## config.mk

```make
export PLATFORM = sky130hd
export DESIGN_NAME = bsq_top
export DESIGN_NICKNAME = d
export VERILOG_FILES = /design/src/inc/bsq_pkg.sv /design/src/verilog/bsq_top.sv
export VERILOG_INCLUDE_DIRS = /design/src /design/src/inc
export SDC_FILE = /design/constraint.sdc
export NUM_CORES = 1
export LEC_CHECK = 0
export BUFFER_PORTS_ARGS = -buffer_cell sky130_fd_sc_hd__buf_2
export CAP_MARGIN = 30
export CELL_PAD_IN_SITES_DETAIL_PLACEMENT = 0
export CELL_PAD_IN_SITES_GLOBAL_PLACEMENT = 1
export CORE_AREA = 2 2 206 258
export CTS_BUF_LIST = sky130_fd_sc_hd__clkbuf_8
export CTS_CLUSTER_SIZE = 14
export DETAILED_ROUTE_END_ITERATION = 10
export DIE_AREA = 0 0 208 260
export GPL_ROUTABILITY_DRIVEN = 1
export MAX_ROUTING_LAYER = met4
export PLACE_DENSITY_LB_ADDON = 0.1
export SKIP_CTS_REPAIR_TIMING = 1
export SYNTH_ARGS = -nofsm -noshare
export SYNTH_HDL_FRONTEND = slang
export SYNTH_SLANG_ARGS = --single-unit
```

## constraint.sdc

```tcl
create_clock -name i_ref_clk -period 5.35 [get_ports i_ref_clk]
set_clock_uncertainty 0.1 [all_clocks]
set_input_delay 1.07 -clock i_ref_clk [delete_from_list [all_inputs] [get_ports i_ref_clk]]
set_output_delay 1.07 -clock i_ref_clk [all_outputs]
set_load 0.01 [all_outputs]
```

## src/inc/bsq_map.svh

```systemverilog
// Purpose: register map, reset values and timing figures of the brake sequencer
// Assumes: 32-bit Avalon-MM words at byte offsets, frequencies in 0.01 Hz,
//          currents in 0.1 %, analog levels in 0.01 %, delays in 10 ms steps
// Notes: included by the sequencer top only
`ifndef BSQ_MAP_SVH
`define BSQ_MAP_SVH

// register word index (byte offset / 4)
`define BSQ_A_CTRL 6'h00
`define BSQ_A_RELF 6'h01
`define BSQ_A_RELC 6'h02
`define BSQ_A_DLY 6'h03
`define BSQ_A_ENGF 6'h04
`define BSQ_A_DCB 6'h05
`define BSQ_A_PREX 6'h06
`define BSQ_A_LVL 6'h07
`define BSQ_A_SRC 6'h08
`define BSQ_A_STAT 6'h09

// field positions
`define BSQ_LO 15:0
`define BSQ_HI 31:16
`define BSQ_CUR 11:0
`define BSQ_SEL 2:0
`define BSQ_ST 3:0
`define BSQ_C_EN 0
`define BSQ_C_VEC 1
`define BSQ_C_TRQ 2
`define BSQ_C_LVL 3
`define BSQ_S_REL 4
`define BSQ_S_LVL 5

// reset values
`define BSQ_R_CTRL 32'h0000_0000
`define BSQ_R_RELF 32'h0064_0064
`define BSQ_R_RELC 32'h0000_01f4
`define BSQ_R_DLY 32'h0064_0064
`define BSQ_R_ENGF 32'h0000_00c8
`define BSQ_R_DCB 32'h0000_0000
`define BSQ_R_PREX 32'h0000_000a
`define BSQ_R_LVL 32'h03e8_2328
`define BSQ_R_SRC 32'h0000_0001
`define BSQ_SRC_MAX 3'h4

// timing: one delay step in ns, clock period in ns
`define BSQ_STEP_NS 10000000
`define BSQ_CLK_NS 10
`define BSQ_CNT_MAX 16'hffff
`define BSQ_ZERO_F 16'h0000

`endif

```

## src/inc/bsq_pkg.sv

```systemverilog
// Purpose: types shared by the brake sequencer
// Assumes: nothing
// Notes: state codes are the enum defaults, 0 to 8 in listed order, read back in the status word
package bsq_pkg;
	typedef enum logic [3:0] {
		BSQ_IDLE, BSQ_PREX, BSQ_RAMP, BSQ_RDLY, BSQ_RUN,
		BSQ_DECEL, BSQ_EDLY, BSQ_DCB, BSQ_BLOCK
	} bsq_state_t;
	typedef logic [15:0] bsq_word16_t;
endpackage

```

## src/verilog/bsq_top.sv

```systemverilog
// Purpose: mechanical brake release/engage sequencer and analog level output
// Assumes: drive loop inputs come from logic on i_ref_clk; Avalon-MM slave
// Notes: every access answers on the second cycle of the request
// Behaviour
// - brake control blocks start DC braking, dwell
// - scalar start ramps to fwd/rev release frequency
// - release when frequency and current reached
// - hold release frequency for release delay
// - scalar stop decelerates to engage frequency, engages
// - hold engage frequency for delay, then zero
// - configured DC braking after engage, then block
// - vector mode releases after pre-excitation time
// - vector acceleration waits release delay
// - vector stop decelerates to 0 Hz, engages
// - vector output cut after engage delay
// - no engage sequence in torque control
// - level source picks one of five inputs
// - output on above on level
// - output off below off level, capped
`timescale 1ns/100ps
`include "bsq_map.svh"

module bsq_top #(
	parameter int TICK_CYC = `BSQ_STEP_NS / `BSQ_CLK_NS
) (
	input wire logic i_ref_clk,
	input wire logic i_rst_n,
	input wire logic [7:0] i_avs_address,
	input wire logic i_avs_read,
	input wire logic i_avs_write,
	input wire logic [31:0] i_avs_writedata,
	input wire logic [3:0] i_avs_byteenable,
	output logic [31:0] o_avs_readdata,
	output logic o_avs_waitrequest,
	input wire logic i_run_cmd,
	input wire logic i_reverse,
	input wire bsq_pkg::bsq_word16_t i_out_freq,
	input wire logic [11:0] i_motor_cur,
	input wire bsq_pkg::bsq_word16_t i_run_freq,
	input wire bsq_pkg::bsq_word16_t i_analog_0,
	input wire bsq_pkg::bsq_word16_t i_analog_1,
	input wire bsq_pkg::bsq_word16_t i_analog_2,
	input wire bsq_pkg::bsq_word16_t i_analog_3,
	input wire bsq_pkg::bsq_word16_t i_analog_4,
	output logic o_brake_release,
	output bsq_pkg::bsq_word16_t o_freq_ref,
	output logic o_freq_hold,
	output logic o_accel_enable,
	output logic o_out_enable,
	output logic o_dc_brake,
	output logic o_dc_start_inhibit,
	output logic o_dwell_inhibit,
	output logic o_level_out
);
	import bsq_pkg::*;

	logic [31:0] ctrl_q, relf_q, relc_q, dly_q, engf_q, dcb_q, prex_q, lvl_q, src_q;
	logic ack_q;
	logic [5:0] widx;
	logic acc;
	bsq_state_t state_q, state_d;
	logic [31:0] pre_q;
	logic [15:0] cnt_q;
	logic [15:0] dly_lim;
	logic dly_done;
	logic en, vec, trq;
	logic [15:0] rel_freq, on_lvl, off_eff, sel_val;
	logic rel_hit, eng_hit, dcb_set;

	assign widx = i_avs_address[7:2];
	assign acc = i_avs_read | i_avs_write;
	assign en = ctrl_q[`BSQ_C_EN];
	assign vec = ctrl_q[`BSQ_C_VEC];
	assign trq = ctrl_q[`BSQ_C_TRQ];

	// byte-lane merge of a write into a stored word
	function automatic logic [31:0] merge(input logic [31:0] old, input logic [31:0] wd,
		input logic [3:0] be);
		logic [31:0] r;
		r = old;
		for (int i = 0; i < 4; i++) begin
			if (be[i]) begin
				r[i*8 +: 8] = wd[i*8 +: 8];
			end
		end
		return r;
	endfunction

	// waitrequest high in the first request cycle, low in the second
	assign o_avs_waitrequest = acc & ~ack_q;

	always_ff @(posedge i_ref_clk) begin
		if (!i_rst_n) begin
			ack_q <= 1'b0;
		end else begin
			ack_q <= acc & ~ack_q;
		end
	end

	// register writes, taken in the cycle waitrequest is low
	always_ff @(posedge i_ref_clk) begin
		if (!i_rst_n) begin
			ctrl_q <= `BSQ_R_CTRL;
			relf_q <= `BSQ_R_RELF;
			relc_q <= `BSQ_R_RELC;
			dly_q <= `BSQ_R_DLY;
			engf_q <= `BSQ_R_ENGF;
			dcb_q <= `BSQ_R_DCB;
			prex_q <= `BSQ_R_PREX;
			lvl_q <= `BSQ_R_LVL;
			src_q <= `BSQ_R_SRC;
		end else if (i_avs_write && ack_q) begin
			case (widx)
				`BSQ_A_CTRL: ctrl_q <= merge(ctrl_q, i_avs_writedata, i_avs_byteenable);
				`BSQ_A_RELF: relf_q <= merge(relf_q, i_avs_writedata, i_avs_byteenable);
				`BSQ_A_RELC: relc_q <= merge(relc_q, i_avs_writedata, i_avs_byteenable);
				`BSQ_A_DLY: dly_q <= merge(dly_q, i_avs_writedata, i_avs_byteenable);
				`BSQ_A_ENGF: engf_q <= merge(engf_q, i_avs_writedata, i_avs_byteenable);
				`BSQ_A_DCB: dcb_q <= merge(dcb_q, i_avs_writedata, i_avs_byteenable);
				`BSQ_A_PREX: prex_q <= merge(prex_q, i_avs_writedata, i_avs_byteenable);
				`BSQ_A_LVL: lvl_q <= merge(lvl_q, i_avs_writedata, i_avs_byteenable);
				`BSQ_A_SRC: begin
					if (i_avs_byteenable[0] && i_avs_writedata[`BSQ_SEL] <= `BSQ_SRC_MAX) begin
						src_q <= {29'h0, i_avs_writedata[`BSQ_SEL]};
					end
				end
				default: ;
			endcase
		end
	end

	// read data registered in the waiting cycle; unmapped words read zero
	always_ff @(posedge i_ref_clk) begin
		if (!i_rst_n) begin
			o_avs_readdata <= 32'h0;
		end else if (i_avs_read && !ack_q) begin
			case (widx)
				`BSQ_A_CTRL: o_avs_readdata <= ctrl_q;
				`BSQ_A_RELF: o_avs_readdata <= relf_q;
				`BSQ_A_RELC: o_avs_readdata <= relc_q;
				`BSQ_A_DLY: o_avs_readdata <= dly_q;
				`BSQ_A_ENGF: o_avs_readdata <= engf_q;
				`BSQ_A_DCB: o_avs_readdata <= dcb_q;
				`BSQ_A_PREX: o_avs_readdata <= prex_q;
				`BSQ_A_LVL: o_avs_readdata <= lvl_q;
				`BSQ_A_SRC: o_avs_readdata <= src_q;
				`BSQ_A_STAT: o_avs_readdata <= {26'h0, o_level_out, o_brake_release, state_q};
				default: o_avs_readdata <= 32'h0;
			endcase
		end
	end

	// sequence thresholds
	assign rel_freq = i_reverse ? relf_q[`BSQ_HI] : relf_q[`BSQ_LO];
	assign rel_hit = i_out_freq >= rel_freq && i_motor_cur >= relc_q[`BSQ_CUR];
	assign eng_hit = vec ? i_out_freq == `BSQ_ZERO_F : i_out_freq <= engf_q[`BSQ_LO];
	assign dcb_set = dcb_q[`BSQ_LO] != 16'h0 && dcb_q[`BSQ_HI] != 16'h0;

	// delay length for the current state, in 10 ms steps
	always_comb begin
		case (state_q)
			BSQ_PREX: dly_lim = prex_q[`BSQ_LO];
			BSQ_RDLY: dly_lim = dly_q[`BSQ_LO];
			BSQ_EDLY: dly_lim = dly_q[`BSQ_HI];
			BSQ_DCB: dly_lim = dcb_q[`BSQ_LO];
			default: dly_lim = 16'h0;
		endcase
	end
	assign dly_done = cnt_q >= dly_lim;

	// step counter, restarted on every state change
	always_ff @(posedge i_ref_clk) begin
		if (!i_rst_n || state_d != state_q) begin
			pre_q <= 32'h0;
			cnt_q <= 16'h0;
		end else if (pre_q == 32'(TICK_CYC - 1)) begin
			pre_q <= 32'h0;
			if (cnt_q != `BSQ_CNT_MAX) begin
				cnt_q <= cnt_q + 16'h1;
			end
		end else begin
			pre_q <= pre_q + 32'h1;
		end
	end

	// brake sequence next state
	always_comb begin
		state_d = state_q;
		case (state_q)
			BSQ_IDLE: if (i_run_cmd) begin
				state_d = vec ? BSQ_PREX : BSQ_RAMP;
			end
			BSQ_PREX: if (!i_run_cmd) begin
				state_d = BSQ_BLOCK;
			end else if (dly_done) begin
				state_d = BSQ_RDLY;
			end
			BSQ_RAMP: if (!i_run_cmd) begin
				state_d = BSQ_BLOCK;
			end else if (rel_hit) begin
				state_d = BSQ_RDLY;
			end
			BSQ_RDLY: if (dly_done) begin
				state_d = BSQ_RUN;
			end
			BSQ_RUN: if (!i_run_cmd) begin
				state_d = trq ? BSQ_BLOCK : BSQ_DECEL;
			end
			BSQ_DECEL: if (i_run_cmd) begin
				state_d = BSQ_RUN;
			end else if (eng_hit) begin
				state_d = BSQ_EDLY;
			end
			BSQ_EDLY: if (dly_done) begin
				state_d = (!vec && dcb_set) ? BSQ_DCB : BSQ_BLOCK;
			end
			BSQ_DCB: if (dly_done) begin
				state_d = BSQ_BLOCK;
			end
			BSQ_BLOCK: state_d = BSQ_IDLE;
			default: state_d = BSQ_IDLE;
		endcase
		if (!en) begin
			state_d = BSQ_IDLE;
		end
	end

	always_ff @(posedge i_ref_clk) begin
		if (!i_rst_n) begin
			state_q <= BSQ_IDLE;
		end else begin
			state_q <= state_d;
		end
	end

	// drive-side outputs, registered from the next state
	always_ff @(posedge i_ref_clk) begin
		if (!i_rst_n) begin
			o_brake_release <= 1'b0;
			o_freq_ref <= `BSQ_ZERO_F;
			o_freq_hold <= 1'b0;
			o_accel_enable <= 1'b0;
			o_out_enable <= 1'b0;
			o_dc_brake <= 1'b0;
			o_dc_start_inhibit <= 1'b0;
			o_dwell_inhibit <= 1'b0;
		end else begin
			o_dc_start_inhibit <= en;
			o_dwell_inhibit <= en;
			o_brake_release <= state_d == BSQ_RDLY || state_d == BSQ_RUN ||
				state_d == BSQ_DECEL;
			o_freq_hold <= state_d == BSQ_PREX || state_d == BSQ_RDLY ||
				state_d == BSQ_EDLY;
			o_accel_enable <= !en || state_d == BSQ_RAMP || state_d == BSQ_RUN ||
				state_d == BSQ_DECEL;
			o_out_enable <= en ? !(state_d == BSQ_IDLE || state_d == BSQ_BLOCK) : i_run_cmd;
			o_dc_brake <= state_d == BSQ_DCB;
			case (state_d)
				BSQ_IDLE: o_freq_ref <= en ? `BSQ_ZERO_F : i_run_freq;
				BSQ_RAMP: o_freq_ref <= rel_freq;
				BSQ_RDLY: o_freq_ref <= vec ? `BSQ_ZERO_F : rel_freq;
				BSQ_RUN: o_freq_ref <= i_run_freq;
				BSQ_DECEL: o_freq_ref <= vec ? `BSQ_ZERO_F : engf_q[`BSQ_LO];
				BSQ_EDLY: o_freq_ref <= vec ? `BSQ_ZERO_F : engf_q[`BSQ_LO];
				default: o_freq_ref <= `BSQ_ZERO_F;
			endcase
		end
	end

	// level output with hysteresis; off level capped at on level
	assign on_lvl = lvl_q[`BSQ_LO];
	assign off_eff = lvl_q[`BSQ_HI] > on_lvl ? on_lvl : lvl_q[`BSQ_HI];
	always_comb begin
		case (src_q[`BSQ_SEL])
			3'h0: sel_val = i_analog_0;
			3'h1: sel_val = i_analog_1;
			3'h2: sel_val = i_analog_2;
			3'h3: sel_val = i_analog_3;
			3'h4: sel_val = i_analog_4;
			default: sel_val = i_analog_1;
		endcase
	end

	always_ff @(posedge i_ref_clk) begin
		if (!i_rst_n) begin
			o_level_out <= 1'b0;
		end else if (!ctrl_q[`BSQ_C_LVL]) begin
			o_level_out <= 1'b0;
		end else if (sel_val > on_lvl) begin
			o_level_out <= 1'b1;
		end else if (sel_val < off_eff) begin
			o_level_out <= 1'b0;
		end
	end
endmodule // bsq_top

```

Word-level counts from Yosys, hierarchy flattened
Index checks and enable logic that the tools add are counted.
{"block": "classes", "n_shift": 0, "n_lt_le_gt_ge": 8, "eq_ne": 30, "add_sub_neg": 2, "mul": 0, "reduce_logical": 65, "bitwise": 3, "muxes": 29, "div_mod_pow": 0}
{"operator": "32-bit case mux with 10 select lines", "count": 1}
{"operator": "16-bit case mux with 4 select lines", "count": 2}
{"operator": "3-bit AND reduction", "count": 33}
{"operator": "16-bit 2-to-1 mux", "count": 5}
{"operator": "16-bit case mux with 5 select lines", "count": 1}
{"operator": "4-bit 2-to-1 mux", "count": 14}
{"operator": "32-bit by 1-bit adder with 32-bit output (second input constant)", "count": 1}
{"operator": "32-bit by 20-bit equality test with 1-bit output (second input constant)", "count": 1}
{"operator": "4-bit by 3-bit equality test with 1-bit output (second input constant)", "count": 8}
{"operator": "16-bit greater-or-equal comparator", "count": 2}
{"operator": "16-bit > comparator", "count": 2}
{"operator": "4-bit case mux with 8 select lines", "count": 1}
{"operator": "16-bit nonzero test", "count": 2}
{"operator": "6-bit by 3-bit equality test with 1-bit output (second input constant)", "count": 4}
{"operator": "16-bit by 1-bit adder with 16-bit output (second input constant)", "count": 1}
{"operator": "4-bit by 2-bit equality test with 1-bit output (second input constant)", "count": 4}
{"operator": "16-bit less-or-equal comparator", "count": 1}
{"operator": "16-bit logical NOT", "count": 1}
{"operator": "16-bit < comparator", "count": 1}
{"operator": "16-bit inequality test (second input constant)", "count": 1}
{"operator": "6-bit by 2-bit equality test with 1-bit output (second input constant)", "count": 2}
{"operator": "6-bit by 4-bit equality test with 1-bit output (second input constant)", "count": 2}
{"operator": "12-bit greater-or-equal comparator", "count": 1}
{"operator": "1-bit logical OR", "count": 9}
{"operator": "other kinds (20)", "count": 37}
{"block": "word_totals", "input_bits": 174, "mem_bits_ro": 0, "ramBits": 0, "regBits": 367, "out_inout_bits": 57, "n_memories": 0, "latch_bits": 0}

Depth between registers and ports, before layout
{"block": "depth", "ltp_word": 11, "depth_mapped": 20, "ltp_nobuf": 19}

Worst setup path after synthesis
OpenSTA, ideal clock, no wires.
{"block": "synth_timing", "kind": "input port to flip-flop", "start": "input i_reverse", "end": "register pre_q[22]", "setup_slack_ps": 502, "t_arrival_ps": 4631, "path_buffers": 5, "cell_stages": 16, "required_ps": 5133, "cell_sequence": "clkbuf_1 clkbuf_1 mux2_2 ha_1 nor2b_1 o21ai_0 a221oi_1 o31ai_1 a32oi_1 or4b_1 buf_6 and3_1 o221ai_1 buf_2 buf_2 nor2_1"}
{"block": "synth_via", "elab_chain_cells": 10}
{"item": "from (decl)", "line": "bsq_top.sv:36", "source": "input wire logic i_reverse,"}
{"item": "16-bit 2-to-1 mux", "line": "bsq_top.sv:154", "source": "assign rel_freq = i_reverse ? relf_q[`BSQ_HI] : relf_q[`BSQ_LO];"}
{"item": "16-bit greater-or-equal comparator", "line": "bsq_top.sv:155", "source": "assign rel_hit = i_out_freq >= rel_freq && i_motor_cur >= relc_q[`BSQ_CUR];"}
{"item": "1-bit logical AND", "line": "bsq_top.sv:155"}
{"item": "4-bit 2-to-1 mux", "line": "bsq_top.sv:200", "source": "end else if (rel_hit) begin"}
{"item": "4-bit 2-to-1 mux", "line": "bsq_top.sv:198", "source": "BSQ_RAMP: if (!i_run_cmd) begin"}
{"item": "4-bit case mux with 8 select lines", "line": "bsq_top.sv:189", "source": "case (state_q)"}
{"item": "4-bit 2-to-1 mux", "line": "bsq_top.sv:223", "source": "if (!en) begin"}
{"item": "4-bit inequality test", "line": "bsq_top.sv:173", "source": "if (!i_rst_n || state_d != state_q) begin"}
{"item": "1-bit logical OR", "line": "bsq_top.sv:173"}
{"item": "2-bit OR reduction (no line)"}
{"item": "to (signal assigned)", "line": "bsq_top.sv:182", "source": "pre_q <= pre_q + 32'h1;"}
{"item": "to (decl)", "line": "bsq_top.sv:62", "source": "logic [31:0] pre_q;"}
Every way passes these cells.
A chain may end at the register's enable or synchronous reset.

Worst setup path in the final report
{"block": "layout_timing", "start": "register state_q[0]", "end": "register o_freq_ref[9]"}
{"block": "layout_via", "elab_chain_cells": 10}
{"item": "from (decl)", "line": "bsq_top.sv:61", "source": "bsq_state_t state_q, state_d;"}
{"item": "from (signal assigned)", "line": "bsq_top.sv:232", "source": "state_q <= state_d;"}
{"item": "4-bit by 3-bit equality test with 1-bit output, or another cell as far along", "line": "bsq_top.sv:161, bsq_top.sv:189"}
{"item": "16-bit case mux with 4 select lines", "line": "bsq_top.sv:161", "source": "case (state_q)"}
{"item": "16-bit greater-or-equal comparator", "line": "bsq_top.sv:169", "source": "assign dly_done = cnt_q >= dly_lim;"}
{"item": "4-bit 2-to-1 mux", "line": "bsq_top.sv:195", "source": "end else if (dly_done) begin"}
{"item": "4-bit 2-to-1 mux", "line": "bsq_top.sv:193", "source": "BSQ_PREX: if (!i_run_cmd) begin"}
{"item": "4-bit case mux with 8 select lines (*)", "line": "bsq_top.sv:189"}
{"item": "4-bit 2-to-1 mux (*)", "line": "bsq_top.sv:223"}
{"item": "4-bit by 3-bit equality test with 1-bit output", "line": "bsq_top.sv:258", "source": "case (state_d)"}
{"item": "2-bit OR reduction (no line)"}
{"item": "16-bit case mux with 5 select lines (*)", "line": "bsq_top.sv:258"}
{"item": "to (signal assigned)", "line": "bsq_top.sv:259", "source": "BSQ_IDLE: o_freq_ref <= en ? `BSQ_ZERO_F : i_run_freq;"}
{"item": "to (signal assigned)", "line": "bsq_top.sv:260", "source": "BSQ_RAMP: o_freq_ref <= rel_freq;"}
{"item": "to (signal assigned)", "line": "bsq_top.sv:261", "source": "BSQ_RDLY: o_freq_ref <= vec ? `BSQ_ZERO_F : rel_freq;"}
{"item": "to (decl)", "line": "bsq_top.sv:46", "source": "output bsq_pkg::bsq_word16_t o_freq_ref,"}
Mark *: on every way between the ends. The rest lies on a longest branch, timed or not.

==> flow_metrics.tcl <==
set metrics [dict create \
    synthAdderAreaFrac 0.0684 \
    p_leak_uw 0.00863 \
    syn_nets 2852 \
    grt_use_total 0.298 \
    crit_chain "mux2_2 > a22oi_1 > nor2_1 > a21oi_1 > ha_1 > a21o_1 > a211o_1 > o21ai_2 > o211a_1 > a21oi_1 > or4b_1 > buf_4 > o31ai_4 > buf_4 > nand2_1 > a31oi_2" \
    yosys.area_share.simple 0.232 \
    viasPerCell 5.71 \
    status "completed" \
    final_nets 3016 \
    die_height_um 260 \
    rsz0062_at_grt "false" \
    final.fill_count 5344 \
    cts_buffers 68 \
    ff2ff_setup_slack_ps 490 \
    gp_congestion 0.966 \
    crit_path_end_kind "register" \
    chipWidth_um 208 \
    drc 0 \
    clkSlewWorstSetupHoldPaths_ps 60 \
    relSlewSlack 0.353 \
    synth_cells 2569 \
    start_kind "register" \
    r2r_end "o_freq_ref[9]" \
    antenna_found_initial 2 \
    synth_edf_count 0 \
    syn_area_um2 19900 \
    ys_ff_latch 367 \
    clk_latency_ps 670 \
    critPathSlowestCell "dfxtp_1" \
    worstSetupPathType "register to register" \
    power.density_nw_per_um2 255 \
    dp_slack_ps 303 \
    crit_fanout 16 \
    vias 19700 \
    multi_input_area_um2 11700 \
    dr.pass1.iters 8 \
    use_met3 0.0335 \
    worst_slew_pin_slew_ps 965 \
    seq_area_um2 7350 \
    synth_warnings 0 \
    dpl.hpwl_um 59800 \
    fmax_mhz 206 \
    core_um2 51400 \
    num_io_pins 231 \
    postRouteAntennaNets 0 \
    synth-xor-area-share 0.0210 \
    seq_area_frac_synth 0.368 \
    arrival_ps 5340 \
    cp-startpoint "state_q[0]" \
    slowest_delay_ps 720 \
    met2_usage 0.499 \
    final-hold-violation-count 0 \
    synth_compound_area_frac 0.201 \
    syn_avg_cell_area_um2 7.76 \
    top_usage_layer "met2" \
    grt_max_degree 168 \
    cts_tree "done" \
    drt_iter0_markers 1842 \
    setup_slack_ps 491 \
    hold_depth 2 \
    portBuffers 228 \
    hold_end "prex_q[20]" \
    r2r_cells 16 \
    peakVddDrop_mv 0.144 \
    fp-row-count 93 \
    die-area_um2 54100 \
    period_share 0.908 \
    grt_pass1_vias 18800 \
    root_buffer "clkbuf_8" \
    cts_buffer_depth 3 \
    final_layout_size_suffix_gt1_frac 0.151 \
    use_met1 0.360 \
    hold_class "register to register" \
    crit_required_ps 5830 \
    hp-start "prex_q[20]" \
    routed_wl_um 80500 \
    htreeDepth 3 \
    period_needed_ps 4860 \
    grt_first_pass_wirelength_um 119000 \
    wl_per_cell_um 23.3 \
    tns_ps 0 \
    area_growth_pct 14.8 \
    setup_viol 0 \
    synth_top_family_by_area "simple AND/OR/NAND/NOR gates" \
    synthFlopType "dfxtp_1" \
    grt_overflow 0 \
    maxCapViolations 0 \
    synthArstFlopShare 0 \
    maxSlewViolCount 0 \
    start_util 0.388 \
    reg2reg_from "state_q[0]" \
    synth_cell_type_count 71 \
    cts.sinks 367 \
    synthMuxAreaShare 0.0634 \
]
[kinds of logic after synthesis]
logic type	after synthesis
AO/OA/AOI/OAI	637
XOR/XNOR	47
adder cells (fa/ha/maj)	109
buffers and inverters	227
flip-flops	367
multiplexers	123
AND/OR/NAND/NOR	1059
[critical path, delay by kind of cell, from the launching register on]
kind	cells	cell delay, ps
adders and majority gates	1	340
buffers and inverters	2	480
muxes	1	400
DFF	1	720
AOI/OAI and AO/OA	9	1920
and+or+nand+nor	3	810
[where the power goes]
| part | switching (uW) | total [uW] | leakage, uW | internal, uW |
|---|---|---|---|---|
| sequential | 6.54 | 2750 | 0.00296 | 2750 |
| combinational | 271 | 403 | 0.00490 | 132 |
| clock | 1270 | 2680 | 0.000761 | 1420 |
[placed cells by master, fill, tap and decap left out, types with 7 or more instances in the layout]
master,instances
nor3_1,15
mux2_2,27
and2_1,10
a221oi_1,36
xor2_1,21
buf_4,38
o22ai_1,25
or3_1,7
a31oi_1,21
buf_2,228
and3_1,20
ha_1,109
nand4b_1,18
o21ai_0,64
o21a_1,12
a221o_1,9
mux2i_1,96
a22oi_1,79
xnor2_1,25
a31oi_2,9
nand4_1,22
nand2b_1,36
o211ai_1,18
nor4_1,16
nor2_1,215
clkbuf_8,80
a21o_1,22
a21oi_1,301
nand3_1,93
nand2_1,568
nor2b_1,10
inv_1,73
dfxtp_1,367
[synthesized netlist by cell type, types with 6 or more instances]
master    count  area, um2
nand2_1     568       2130
a31oi_1      21        131
a21oi_1     301       1510
mux2_2       27        304
o21ai_0      65        325
dfxtp_1     367       7350
o22ai_1      25        156
nor3_1       16       80.1
nand4b_1     18        158
nand3_1      93        465
a21o_1       22        165
and2_1       10       62.6
xnor2_1      25        219
a221o_1       9       90.1
ha_1        109       1360
mux2i_1      96        961
buf_2         9       45.0
clkbuf_2     28        140
buf_1        12       45.0
or3_1         7       43.8
a221oi_1     36        315
nor4_1       16        100
nor2_1      216        811
xor2_1       21        184
clkbuf_1    123        462
nand4_1      22        138
o211ai_1     18        135
nand2b_1     36        225
a22oi_1      79        593
o21a_1       12       90.1
nor2b_1      10       62.6
a31oi_2       9        113
inv_1        51        191
and4_1        6       52.6
and3_1       20        125
[state kept, by name, summed over array words and instances, names as in the netlist]
register and count:
o_level_out 1, o_freq_hold 1, o_dc_brake 1, o_brake_release 1, dly_q 32, o_accel_enable 1
lvl_q 32, cnt_q 16, prex_q 32, o_freq_ref 16, pre_q 32, ack_q 1
state_q 4, o_out_enable 1, relf_q 32, dcb_q 32, engf_q 32, ctrl_q 32
o_dwell_inhibit 1, relc_q 32, o_avs_readdata 32, src_q 3
[metrics by stage]
stage	hold WS, ps	instance area, um2	total power, uW	cells	util
after global routing	366	22900	6050	3448	0.445
after CTS	353	22900	5900	3446	0.445
after detailed placement	345	21600	3210	3328	0.419
final	351	22900	5840	3448	0.445
after global placement	339	21500	3210	3326	0.419
after floorplan	334	19900	3020	2569	-
[how the worst max path moves through the flow]
| stage | end | slack, ps | depth (start not counted) |
|---|---|---|---|
| after detailed placement | o_freq_ref[15] | 300 | 13 |
| final | o_freq_ref[9] | 490 | 16 |
| after global placement | o_freq_ref[12] | 360 | 13 |
| after floorplan | pre_q[22] | 500 | 16 |
| after CTS | o_freq_ref[9] | 590 | 16 |
| after global routing | o_freq_ref[3] | 330 | 17 |
[layer usage]
metal | part of all wire | vias up
met5 | 0 | -
met4 | 0.046 | 0
met3 | 0.050 | 176
met2 | 0.49 | 664
met1 | 0.41 | 9453
li1 | - | 9411
[cell type report]
type / count / share of cell area
well taps: 665 / 0.0364
clock inverters: 38 / 0.00951
clock buffers: 80 / 0.0481
flip-flops and latches: 367 / 0.321
inverters: 52 / 0.00886
repair buffers: 269 / 0.0646
diodes: 2 / 0.000219
multi-input cells: 1975 / 0.511
Note: power is estimated with default switching activity, not from simulation.
